### config.mk
export PLATFORM = sky130hd
export DESIGN_NAME = ipp_top
export DESIGN_NICKNAME = d
export VERILOG_FILES = /design/src/shared/ipp_pkg.sv /design/src/logic/ipp_sticky_bit.sv /design/src/logic/ipp_pair_arb.sv /design/src/logic/ipp_top.sv
export SDC_FILE = /design/constraint.sdc
export NUM_CORES = 1
export LEC_CHECK = 0
export ABC_AREA = 1
export BUFFER_PORTS_ARGS = -buffer_cell sky130_fd_sc_hd__buf_2
export CAP_MARGIN = 10
export CORE_UTILIZATION = 38
export CTS_BUF_LIST = sky130_fd_sc_hd__clkbuf_4 sky130_fd_sc_hd__clkbuf_8
export DETAILED_ROUTE_END_ITERATION = 8
export SYNTH_ARGS = -nofsm -noshare
export SYNTH_HDL_FRONTEND = slang
export SYNTH_SLANG_ARGS = --single-unit
### constraint.sdc
create_clock -name clk -period 3.1 [get_ports clk]
set_input_delay 0.465 -clock clk [delete_from_list [all_inputs] [get_ports clk]]
set_output_delay 0.465 -clock clk [all_outputs]
set_load 0.01 [all_outputs]
### src/shared/ipp_pkg.sv
// package: register map, field positions, reset values and carrier types for the arbiter
// How it works
// writing zero to a timer pending bit clears it; zero read means nothing outstanding
// a timer pending bit reads one from its event until software clears it
// pending bits: 3 t1 match, 2 t1 overflow, 1 tA match, 0 tA overflow
// sixteen-bit instruction pointer split into high and low byte registers
// priority bits 7,4,1 pick the order of groups A, B and C
// software never writes group code 000 or 111
// priority bit 6: zero gives level 6 over 7, one gives 7 over 6
// priority bit 5: zero gives level 5 over pair 6/7, one the reverse
// priority bit 3: zero gives level 3 over 4, one gives 4 over 3
// priority bit 2: zero gives level 2 over 3/4, one the reverse
// priority bit 0: zero gives level 0 over 1, one gives 1 over 0
// group A is levels 0-1, B is 2-4, C is 5-7
// request register is read-only, resets to zero, bit n set while level n pending
package ipp_pkg;

  localparam int unsigned ADDR_W = 8;
  localparam int unsigned DATA_W = 8;

  // register offsets
  localparam logic [7:0] OFS_IP_HIGH  = 8'h00da;
  localparam logic [7:0] OFS_IP_LOW   = 8'h00db;
  localparam logic [7:0] OFS_REQUEST  = 8'h00dc;
  localparam logic [7:0] OFS_PRIORITY = 8'h00ff;
  localparam logic [7:0] OFS_PENDING  = 8'h00f9;
  localparam logic [7:0] OFS_STATUS   = 8'h00e0;
  localparam logic [7:0] OFS_MASK     = 8'h00e1;

  // reset values
  localparam logic [7:0] RST_IP_HIGH  = 8'h0000;
  localparam logic [7:0] RST_IP_LOW   = 8'h0000;
  localparam logic [7:0] RST_REQUEST  = 8'h0000;
  localparam logic [7:0] RST_PRIORITY = 8'h0010;
  localparam logic [7:0] RST_MASK     = 8'h0000;
  localparam logic [3:0] RST_PENDING  = 4'h0;

  // pending register fields
  localparam int unsigned PND_T1_MATCH = 3;
  localparam int unsigned PND_T1_OVF   = 2;
  localparam int unsigned PND_TA_MATCH = 1;
  localparam int unsigned PND_TA_OVF   = 0;
  localparam int unsigned PND_W        = 4;

  // priority register fields
  localparam int unsigned PRI_GRP_HI   = 7;
  localparam int unsigned PRI_SUB_C    = 6;
  localparam int unsigned PRI_GRP_C    = 5;
  localparam int unsigned PRI_GRP_MID  = 4;
  localparam int unsigned PRI_SUB_B    = 3;
  localparam int unsigned PRI_GRP_B    = 2;
  localparam int unsigned PRI_GRP_LO   = 1;
  localparam int unsigned PRI_GRP_A    = 0;

  // group order codes from bits 7,4,1
  localparam logic [2:0] ORD_BCA = 3'h1;
  localparam logic [2:0] ORD_ABC = 3'h2;
  localparam logic [2:0] ORD_BAC = 3'h3;
  localparam logic [2:0] ORD_CAB = 3'h4;
  localparam logic [2:0] ORD_CBA = 3'h5;
  localparam logic [2:0] ORD_ACB = 3'h6;

  typedef enum logic [2:0] {
    GRP_A = 3'b001,
    GRP_B = 3'b010,
    GRP_C = 3'b100
  } ipp_grp_t;

  typedef struct packed {
    logic [ADDR_W-1:0] addr;
    logic [DATA_W-1:0] wdata;
    logic              wr;
    logic              rd;
  } ipp_bus_t;

  typedef struct packed {
    logic t1_match;
    logic t1_ovf;
    logic ta_match;
    logic ta_ovf;
  } ipp_tmr_evt_t;

  typedef struct packed {
    logic       valid;
    logic [2:0] level;
  } ipp_core_req_t;

endpackage

### src/logic/ipp_sticky_bit.sv
// sticky flag: set by hardware, cleared by software, set wins
`timescale 1ns/10ps
`default_nettype none
module ipp_sticky_bit (
  input  wire logic clk,     // system clock
  input  wire logic reset_n, // async reset, active low
  input  wire logic set,     // hardware event
  input  wire logic clr,     // software clear
  output logic      q        // flag state
);

  always_ff @(posedge clk or negedge reset_n) begin
    if (!reset_n) begin
      q <= 1'b0;
    end else if (set) begin
      q <= 1'b1;
    end else if (clr) begin
      q <= 1'b0;
    end
  end

endmodule
`default_nettype wire

### src/logic/ipp_pair_arb.sv
// two-way arbiter: picks between a low and a high request under one preference bit
`timescale 1ns/10ps
`default_nettype none
module ipp_pair_arb (
  input  wire logic req_lo,    // request of the first contender
  input  wire logic req_hi,    // request of the second contender
  input  wire logic prefer_hi, // 1: second wins when both ask
  output logic      any,       // either contender asks
  output logic      pick_hi    // second contender wins
);

  assign any     = req_lo | req_hi;
  assign pick_hi = req_hi & (prefer_hi | ~req_lo);

endmodule
`default_nettype wire

### src/logic/ipp_top.sv
// interrupt pending, request and priority logic with register port and core request
`timescale 1ns/10ps
`default_nettype none
module ipp_top (
  input  wire logic                  clk,       // system clock, 250 MHz
  input  wire logic                  reset_n,   // async reset, active low
  input  wire ipp_pkg::ipp_bus_t     bus,       // register access from software
  output logic [7:0]                 rdata_q,   // read data, cycle after read strobe
  input  wire ipp_pkg::ipp_tmr_evt_t tmr_evt,   // one-cycle timer event pulses
  input  wire logic [7:0]            lvl_src,   // level requests of other sources
  output ipp_pkg::ipp_core_req_t     core_req_q, // winning level toward the core
  output logic [15:0]                ip_q,      // instruction pointer
  output logic                       irq_q      // level interrupt, high while unmasked status
);

  logic [7:0]                  ip_high_q;
  logic [7:0]                  ip_low_q;
  logic [7:0]                  prio_q;
  logic [7:0]                  mask_q;
  logic [7:0]                  req_flags_q;
  logic [7:0]                  req_flags_d;
  logic [ipp_pkg::PND_W-1:0]   pend;
  logic [ipp_pkg::PND_W-1:0]   pend_set;
  logic [ipp_pkg::PND_W-1:0]   pend_clr;
  logic [7:0]                  stat;
  logic [7:0]                  stat_set;
  logic                        stat_clr;
  logic                        wr_pend;
  logic [7:0]                  rdata_d;
  ipp_pkg::ipp_core_req_t      core_req_d;

  logic                        a_any;
  logic                        a_hi;
  logic                        bs_any;
  logic                        bs_hi;
  logic                        b_any;
  logic                        b_hi;
  logic                        cs_any;
  logic                        cs_hi;
  logic                        c_any;
  logic                        c_hi;
  logic [2:0]                  a_lvl;
  logic [2:0]                  b_lvl;
  logic [2:0]                  c_lvl;
  logic [2:0]                  grp_code;
  ipp_pkg::ipp_grp_t           first;
  ipp_pkg::ipp_grp_t           second;
  ipp_pkg::ipp_grp_t           third;
  ipp_pkg::ipp_grp_t           win_grp;
  logic                        win_any;

  // ---------------- software writes ----------------

  // instruction pointer bytes
  always_ff @(posedge clk or negedge reset_n) begin
    if (!reset_n) begin
      ip_high_q <= ipp_pkg::RST_IP_HIGH;
      ip_low_q  <= ipp_pkg::RST_IP_LOW;
    end else if (bus.wr) begin
      if (bus.addr == ipp_pkg::OFS_IP_HIGH) begin
        ip_high_q <= bus.wdata;
      end
      if (bus.addr == ipp_pkg::OFS_IP_LOW) begin
        ip_low_q <= bus.wdata;
      end
    end
  end

  always_ff @(posedge clk or negedge reset_n) begin
    if (!reset_n) begin
      ip_q <= {ipp_pkg::RST_IP_HIGH, ipp_pkg::RST_IP_LOW};
    end else begin
      ip_q <= {ip_high_q, ip_low_q};
    end
  end

  // priority control; codes 000 and 111 are stored as written, software keeps away from them
  always_ff @(posedge clk or negedge reset_n) begin
    if (!reset_n) begin
      prio_q <= ipp_pkg::RST_PRIORITY;
    end else if (bus.wr && bus.addr == ipp_pkg::OFS_PRIORITY) begin
      prio_q <= bus.wdata;
    end
  end

  always_ff @(posedge clk or negedge reset_n) begin
    if (!reset_n) begin
      mask_q <= ipp_pkg::RST_MASK;
    end else if (bus.wr && bus.addr == ipp_pkg::OFS_MASK) begin
      mask_q <= bus.wdata;
    end
  end

  // ---------------- timer pending flags ----------------

  assign wr_pend = bus.wr && (bus.addr == ipp_pkg::OFS_PENDING);

  assign pend_set[ipp_pkg::PND_T1_MATCH] = tmr_evt.t1_match;
  assign pend_set[ipp_pkg::PND_T1_OVF]   = tmr_evt.t1_ovf;
  assign pend_set[ipp_pkg::PND_TA_MATCH] = tmr_evt.ta_match;
  assign pend_set[ipp_pkg::PND_TA_OVF]   = tmr_evt.ta_ovf;

  // a one written leaves the flag alone, so software can clear one source without racing others
  assign pend_clr = {ipp_pkg::PND_W{wr_pend}} & ~bus.wdata[ipp_pkg::PND_W-1:0];

  genvar gi;
  generate
    for (gi = 0; gi < ipp_pkg::PND_W; gi++) begin : g_pend
      ipp_sticky_bit u_pend (
        .clk     (clk),
        .reset_n (reset_n),
        .set     (pend_set[gi]),
        .clr     (pend_clr[gi]),
        .q       (pend[gi])
      );
    end
  endgenerate

  // ---------------- level requests ----------------

  // timer levels follow their pending flags, the rest come from their own sources
  always_comb begin
    req_flags_d    = lvl_src;
    req_flags_d[3] = pend[ipp_pkg::PND_T1_MATCH] | pend[ipp_pkg::PND_T1_OVF];
    req_flags_d[0] = pend[ipp_pkg::PND_TA_MATCH] | pend[ipp_pkg::PND_TA_OVF];
  end

  always_ff @(posedge clk or negedge reset_n) begin
    if (!reset_n) begin
      req_flags_q <= ipp_pkg::RST_REQUEST;
    end else begin
      req_flags_q <= req_flags_d;
    end
  end

  // ---------------- arbitration ----------------

  ipp_pair_arb u_grp_a (
    .req_lo    (req_flags_q[0]),
    .req_hi    (req_flags_q[1]),
    .prefer_hi (prio_q[ipp_pkg::PRI_GRP_A]),
    .any       (a_any),
    .pick_hi   (a_hi)
  );

  ipp_pair_arb u_sub_b (
    .req_lo    (req_flags_q[3]),
    .req_hi    (req_flags_q[4]),
    .prefer_hi (prio_q[ipp_pkg::PRI_SUB_B]),
    .any       (bs_any),
    .pick_hi   (bs_hi)
  );

  ipp_pair_arb u_grp_b (
    .req_lo    (req_flags_q[2]),
    .req_hi    (bs_any),
    .prefer_hi (prio_q[ipp_pkg::PRI_GRP_B]),
    .any       (b_any),
    .pick_hi   (b_hi)
  );

  ipp_pair_arb u_sub_c (
    .req_lo    (req_flags_q[6]),
    .req_hi    (req_flags_q[7]),
    .prefer_hi (prio_q[ipp_pkg::PRI_SUB_C]),
    .any       (cs_any),
    .pick_hi   (cs_hi)
  );

  ipp_pair_arb u_grp_c (
    .req_lo    (req_flags_q[5]),
    .req_hi    (cs_any),
    .prefer_hi (prio_q[ipp_pkg::PRI_GRP_C]),
    .any       (c_any),
    .pick_hi   (c_hi)
  );

  // group membership of the levels
  assign a_lvl = a_hi ? 3'h1 : 3'h0;
  assign b_lvl = b_hi ? (bs_hi ? 3'h4 : 3'h3) : 3'h2;
  assign c_lvl = c_hi ? (cs_hi ? 3'h7 : 3'h6) : 3'h5;

  assign grp_code = {prio_q[ipp_pkg::PRI_GRP_HI], prio_q[ipp_pkg::PRI_GRP_MID],
                     prio_q[ipp_pkg::PRI_GRP_LO]};

  // undefined codes fall back to A>B>C so the core never sees a stalled arbiter
  always_comb begin
    first  = ipp_pkg::GRP_A;
    second = ipp_pkg::GRP_B;
    third  = ipp_pkg::GRP_C;
    case (grp_code)
      ipp_pkg::ORD_BCA: begin
        first  = ipp_pkg::GRP_B;
        second = ipp_pkg::GRP_C;
        third  = ipp_pkg::GRP_A;
      end
      ipp_pkg::ORD_BAC: begin
        first  = ipp_pkg::GRP_B;
        second = ipp_pkg::GRP_A;
        third  = ipp_pkg::GRP_C;
      end
      ipp_pkg::ORD_CAB: begin
        first  = ipp_pkg::GRP_C;
        second = ipp_pkg::GRP_A;
        third  = ipp_pkg::GRP_B;
      end
      ipp_pkg::ORD_CBA: begin
        first  = ipp_pkg::GRP_C;
        second = ipp_pkg::GRP_B;
        third  = ipp_pkg::GRP_A;
      end
      ipp_pkg::ORD_ACB: begin
        first  = ipp_pkg::GRP_A;
        second = ipp_pkg::GRP_C;
        third  = ipp_pkg::GRP_B;
      end
      default: begin
        first  = ipp_pkg::GRP_A;
        second = ipp_pkg::GRP_B;
        third  = ipp_pkg::GRP_C;
      end
    endcase
  end

  function automatic logic grp_any(input ipp_pkg::ipp_grp_t g, input logic aa,
                                   input logic ba, input logic ca);
    grp_any = (g == ipp_pkg::GRP_A) ? aa : ((g == ipp_pkg::GRP_B) ? ba : ca);
  endfunction

  always_comb begin
    win_any = 1'b1;
    if (grp_any(first, a_any, b_any, c_any)) begin
      win_grp = first;
    end else if (grp_any(second, a_any, b_any, c_any)) begin
      win_grp = second;
    end else begin
      win_grp = third;
      win_any = grp_any(third, a_any, b_any, c_any);
    end
  end

  always_comb begin
    core_req_d.valid = win_any;
    unique case (win_grp)
      ipp_pkg::GRP_A: core_req_d.level = a_lvl;
      ipp_pkg::GRP_B: core_req_d.level = b_lvl;
      ipp_pkg::GRP_C: core_req_d.level = c_lvl;
      default:        core_req_d.level = 3'h0;
    endcase
    if (!win_any) begin
      core_req_d.level = 3'h0;
    end
  end

  always_ff @(posedge clk or negedge reset_n) begin
    if (!reset_n) begin
      core_req_q <= '0;
    end else begin
      core_req_q <= core_req_d;
    end
  end

  // ---------------- event status and interrupt line ----------------

  // a level becoming pending is the event; read of status clears, a new event in that cycle wins
  assign stat_set = req_flags_d & ~req_flags_q;
  assign stat_clr = bus.rd && (bus.addr == ipp_pkg::OFS_STATUS);

  generate
    for (gi = 0; gi < 8; gi++) begin : g_stat
      ipp_sticky_bit u_stat (
        .clk     (clk),
        .reset_n (reset_n),
        .set     (stat_set[gi]),
        .clr     (stat_clr),
        .q       (stat[gi])
      );
    end
  endgenerate

  always_ff @(posedge clk or negedge reset_n) begin
    if (!reset_n) begin
      irq_q <= 1'b0;
    end else begin
      irq_q <= |(stat & mask_q);
    end
  end

  // ---------------- read port ----------------

  always_comb begin
    rdata_d = 8'h0000;
    unique case (bus.addr)
      ipp_pkg::OFS_IP_HIGH:  rdata_d = ip_high_q;
      ipp_pkg::OFS_IP_LOW:   rdata_d = ip_low_q;
      ipp_pkg::OFS_REQUEST:  rdata_d = req_flags_q;
      ipp_pkg::OFS_PRIORITY: rdata_d = prio_q;
      ipp_pkg::OFS_PENDING:  rdata_d = {4'h0, pend};
      ipp_pkg::OFS_STATUS:   rdata_d = stat;
      ipp_pkg::OFS_MASK:     rdata_d = mask_q;
      default:               rdata_d = 8'h0000;
    endcase
  end

  // data only stand in the cycle after the strobe; zero otherwise
  always_ff @(posedge clk or negedge reset_n) begin
    if (!reset_n) begin
      rdata_q <= 8'h0000;
    end else if (bus.rd) begin
      rdata_q <= rdata_d;
    end else begin
      rdata_q <= 8'h0000;
    end
  end

endmodule
`default_nettype wire

* Word level (Yosys, flattened, before mapping)
Index checks and enable logic that the tools add are counted.
Word-level totals: flip-flop bits (word level) 81, latch bits 0, bits in writable memories 0, memory bits (read-only) 0, bits of input ports 32, output and inout bits 29, logic and storage cells 134, memories kept 0
Operators by class: add/sub/neg operators 0, multipliers 0, div/mod/pow operators 0, order comparisons 0, equality and inequality tests 21, shift operators 0, multiplexer cells 39, bitwise gates (word level) 27, reduce and logical (&&, ||, !) cells 25
Operators by type and width (number):
- $eq 8x8->1 const B | 7
- $pmux 8 s7 | 1
- $mux 1 | 27
- $reduce_bool 2->1 | 12
- $pmux 3 s2 | 3
- $and 8x8->8 | 2
- $eq 3x1->1 const B | 5
- $eq 3x2->1 const B | 5
- $mux 3 | 5
- $eq 3x3->1 const B | 4
- $or 1x1->1 | 12
- $reduce_or 2->1 | 6
- $pmux 3 s3 | 1
- $mux 8 | 1
- $not 8->8 | 1
- $reduce_or 8->1 | 1
- $and 1x1->1 | 5
- $not 1->1 | 5
- $and 4x4->4 | 1
- $logic_and 1x1->1 | 4
- $not 4->4 | 1
- $reduce_and 2->1 | 2
- $mux 2 | 1

* Depth between registers and ports, before layout
word-level depth 11, depth in mapped cells 11, mapped depth without buffers 11

* Modules after synthesis
Synthesis repeated with hierarchy kept, for this count alone.
Unflattened totals: cells, all modules 452, area total of the unflattened synthesis 3729.8 sq um
Modules (own cells, without submodules):
- ipp_top | times used 1, cells an instance 372, area an instance 3155.5 sq um, seq. area each 1727.9 sq um
- ipp_sticky_bit | times used 12, cells an instance 5, area an instance 40.0 sq um, seq. area each 25.0 sq um
- ipp_pair_arb | times used 5, cells an instance 4, area an instance 18.8 sq um, seq. area each 0.0 sq um

* Worst setup path before layout
Ideal clock, no wire load.
kind in2reg, start point input bus[11] in the netlist's numbering, end point register mask_q[6], setup time 120 ps, data arrival time 1362 ps, required time 2980 ps, setup slack 1618 ps, cell stages on the path 7, path buffers 1, cell sequence inv_1 nand2_1 nor4_2 nand2_2 buf_6 nand2_1 o21ai_2
Between the ends: cells in the longest elaborated chain, start to end 2
RTL lines:
- start, declared | RTL line ipp_top.sv:7 | input wire ipp_pkg::ipp_bus_t bus,
- $eq 8x8->1 | RTL line ipp_top.sv:89 | end else if (bus.wr && bus.addr == ipp_pkg::OFS_MASK) begin
- $logic_and 1x1->1 | RTL line ipp_top.sv:89
- end signal, assigned | RTL line ipp_top.sv:88 | mask_q <= ipp_pkg::RST_MASK;
- end signal, assigned | RTL line ipp_top.sv:90 | mask_q <= bus.wdata;
- end, declared | RTL line ipp_top.sv:19 | logic [7:0] mask_q;
Every way passes these cells. A chain may end at the register's enable or synchronous reset.

==> flow_metrics.py <==
metrics = {
    "grt": {
        "grt_pass1_wl_um": 14300,
        "antenna_found_initial": 0,
        "grt-ovfl-total": 0,
        "first_global_vias": 2922,
        "grt_start_max_net_pins": 82,
        "grtUsageTotal": 0.192,
    },
    "worst_setup_path": {
        "crit_fanout": 6,
        "path_cells": "inv_2, nand2_1, nand3_1, nand3_1, nand2_2, inv_1, nand3_1, nand3_1, nand2_1, nor2_1, nor2_1",
        "worstPathRequired_ns": 3.34,
        "worstSetupStartpointType": "flip-flop",
        "slowest_delay_ns": 0.58,
        "critPathArrivalTime_ns": 1.83,
        "path_class": "reg -> reg",
        "cp_common_cell": "nand3_1",
        "slowest_stage": "dfstp_2",
        "cp-end-kind": "flip-flop",
    },
    "sta": {
        "holdWs_ns": 0.230,
        "fin_crit_sh": 0.513,
        "hold_violations": 0,
        "worstMarginPinSlew_ns": 1.00,
        "timing.final.max_slew_violations": 0,
        "rsz0062_at_grt": "no",
        "min_period_ns": 1.59,
        "finalSetupViolCount": 0,
        "fmax_mhz": 628,
        "skew_ns": 0.0138,
        "worst_slack_ns": 1.51,
        "relSlewSlack": 0.331,
        "tns_ns": 0,
    },
    "synthesis": {
        "synth_warnings": 0,
        "syn_area_per_cell_um2": 9.21,
        "synth_area_um2": 3590,
        "yosysSeqAreaShare": 0.565,
        "synth_cell_types": 30,
        "postSynthCellCount": 390,
        "syn-num-nets": 422,
        "synth_seq_cells": 81,
    },
    "clock_tree": {
        "htreeDepth": 3,
        "insertion_delay_ns": 0.36,
        "clkSinkCount": 81,
        "cts_root_buffer": "clkbuf_8",
        "cts_hold_buf": 0,
        "cts_setup_buffers": 0,
        "tritoncts": "built",
        "clockBufferDepth": 2,
        "ctsResizeCount": 0,
        "cts_made_buffers": 9,
        "clk_pin_slew_ns": 0.08,
    },
    "floorplan": {
        "ios": 61,
        "rows": 35,
        "core-area_um2": 9200,
        "die-area_um2": 9840,
        "die_height_um": 99.2,
        "die_w_um": 99.2,
        "start_util": 0.390,
    },
    "route": {
        "ant_nets": 0,
        "wl_um": 8910,
        "wl_met1_um": 4040,
        "via_per_inst": 5.18,
        "dr_wl_met3_um": 461,
        "wl_per_cell_um": 15.6,
        "drc": 0,
        "wl_met2_um": 4230,
        "firstDrtPassIters": 4,
        "drtIter0Drc": 185,
        "routed.top_layer": "met4",
        "vias": 2959,
    },
    "pwr": {
        "p_sw_mw": 0.584,
        "p_int_mw": 1.58,
        "p_per_area_nw_per_um2": 517,
        "p_seq_frac": 0.527,
        "p_leak_nw": 2.19,
        "clock_power_share": 0.360,
        "power_frac_comb": 0.112,
        "power.share.switching": 0.270,
        "peakVddDrop_mv": 0.258,
    },
    "final_layout": {
        "seq_area_um2": 2030,
        "multi_input_area_um2": 1320,
        "layout_common_cells": "nand2_1 (80), dfrtp_1 (80), buf_2 (57), inv_1 (48), o21ai_0 (32)",
        "area.growth.synth_to_final_pct": 16.4,
        "finalNetCount": 487,
        "drive_above_1_share": 0.276,
        "n_fill_cell": 931,
        "n_antenna_cell": 0,
    },
    "placement": {
        "dp_hpwl_um": 6730,
        "pre_cts_ws_ns": 1.29,
        "gp_congestion": 0.926,
        "io_buffer_count": 58,
    },
    "min_path": {
        "holdCritPathClass": "in -> reg",
    },
    "status": {
        "status": "completed",
    },
    "run": {
        "cap_violations": 0,
    },
}
-- synth_stat cells --
cell / number / area share
a21oi_1: 18 / 0.025
a221oi_1: 2 / 0.0049
a31oi_1: 1 / 0.0017
and2_2: 1 / 0.0021
buf_4: 1 / 0.0021
buf_6: 3 / 0.0094
clkinv_1: 1 / 0.0010
dfrtp_1: 80 / 0.56
dfstp_2: 1 / 0.0073
inv_1: 48 / 0.050
inv_2: 5 / 0.0052
nand2_1: 80 / 0.084
nand2_2: 10 / 0.017
nand2_4: 3 / 0.0094
nand3_1: 20 / 0.028
nand3b_1: 1 / 0.0021
nand4_1: 3 / 0.0052
nor2_1: 27 / 0.028
nor2_2: 5 / 0.0087
nor2_4: 1 / 0.0031
nor3_1: 3 / 0.0042
nor3_4: 1 / 0.0045
nor4_2: 1 / 0.0035
o211ai_1: 1 / 0.0021
o21ai_0: 32 / 0.045
o21ai_1: 2 / 0.0028
o21ai_2: 24 / 0.059
o21bai_1: 4 / 0.0084
o22ai_1: 10 / 0.017
or2_2: 1 / 0.0017
-- per-stage QoR --
stage,instance area (um2),cells,power [mW],util
floorplan,3590,390,1.29,-
global placement,3980,555,1.40,0.433
detailed placement,3980,555,1.40,0.433
CTS,4180,571,2.17,0.454
global route,4180,571,2.26,0.454
finish,4180,571,2.16,0.454
-- metal layers --
layer  GRT usage  vias up
met3      0.0351       19
met1       0.251     1434
li1            -     1403
met4      0.0724        0
met5           0        -
met2       0.318      103
-- power groups by stage --
stage	logic [mW]	registers (mW)	clock network, mW
floorplan	0.125	1.17	0
global placement	0.237	1.16	0
detailed placement	0.243	1.16	0
CTS	0.245	1.14	0.790
global route	0.272	1.15	0.838
finish	0.242	1.14	0.779
-- registers in the layout, indices dropped and copies added, names as in the netlist --
name	cells
ip_q	16
g_stat.u_stat.q	8
ip_high_q	8
ip_low_q	8
mask_q	8
prio_q	8
rdata_q	8
req_flags_q	8
core_req_q	4
g_pend.u_pend.q	4
irq_q	1
-- final cells by class --
cell class	instances	share of cell area
clock inverters	6	0.0159
inverters	54	0.0485
repair buffers	58	0.0701
well taps	111	0.0332
flip-flops and latches	81	0.485
clock buffers	10	0.0314
multi-input cells	251	0.316
-- critical path, delay by kind of cell, from the launching register on --
kind | cells | cell delay (ns)
simple gates | 9 | 0.78
flops | 1 | 0.58
buf+inv | 2 | 0.12
-- worst paths after layout --
kind | startpoint | to | slack (ns) | depth (start not counted)
max | prio_q[4] | core_req_q[0] | 1.51 | 11
min | lvl_src[2] | req_flags_q[2] | 0.23 | 1
max reg2reg | prio_q[4] | core_req_q[0] | 1.51 | 11
min reg2reg | ip_low_q[3] | ip_q[3] | 0.40 | 0
max in group asynchronous | reset_n | ip_low_q[7] | 2.17 | 1
min in group asynchronous | reset_n | mask_q[5] | 0.28 | 1
-- cells by family (layout without fill, tap and decap cells) --
group,count (synthesis),in the layout,synth area share
AND/OR/NAND/NOR,157,157,0.202
flip-flops,81,81,0.565
buffers and inverters,58,128,0.0679
AO/OA/AOI/OAI,94,94,0.166
No activity file was read; power rests on OpenSTA's default activity.
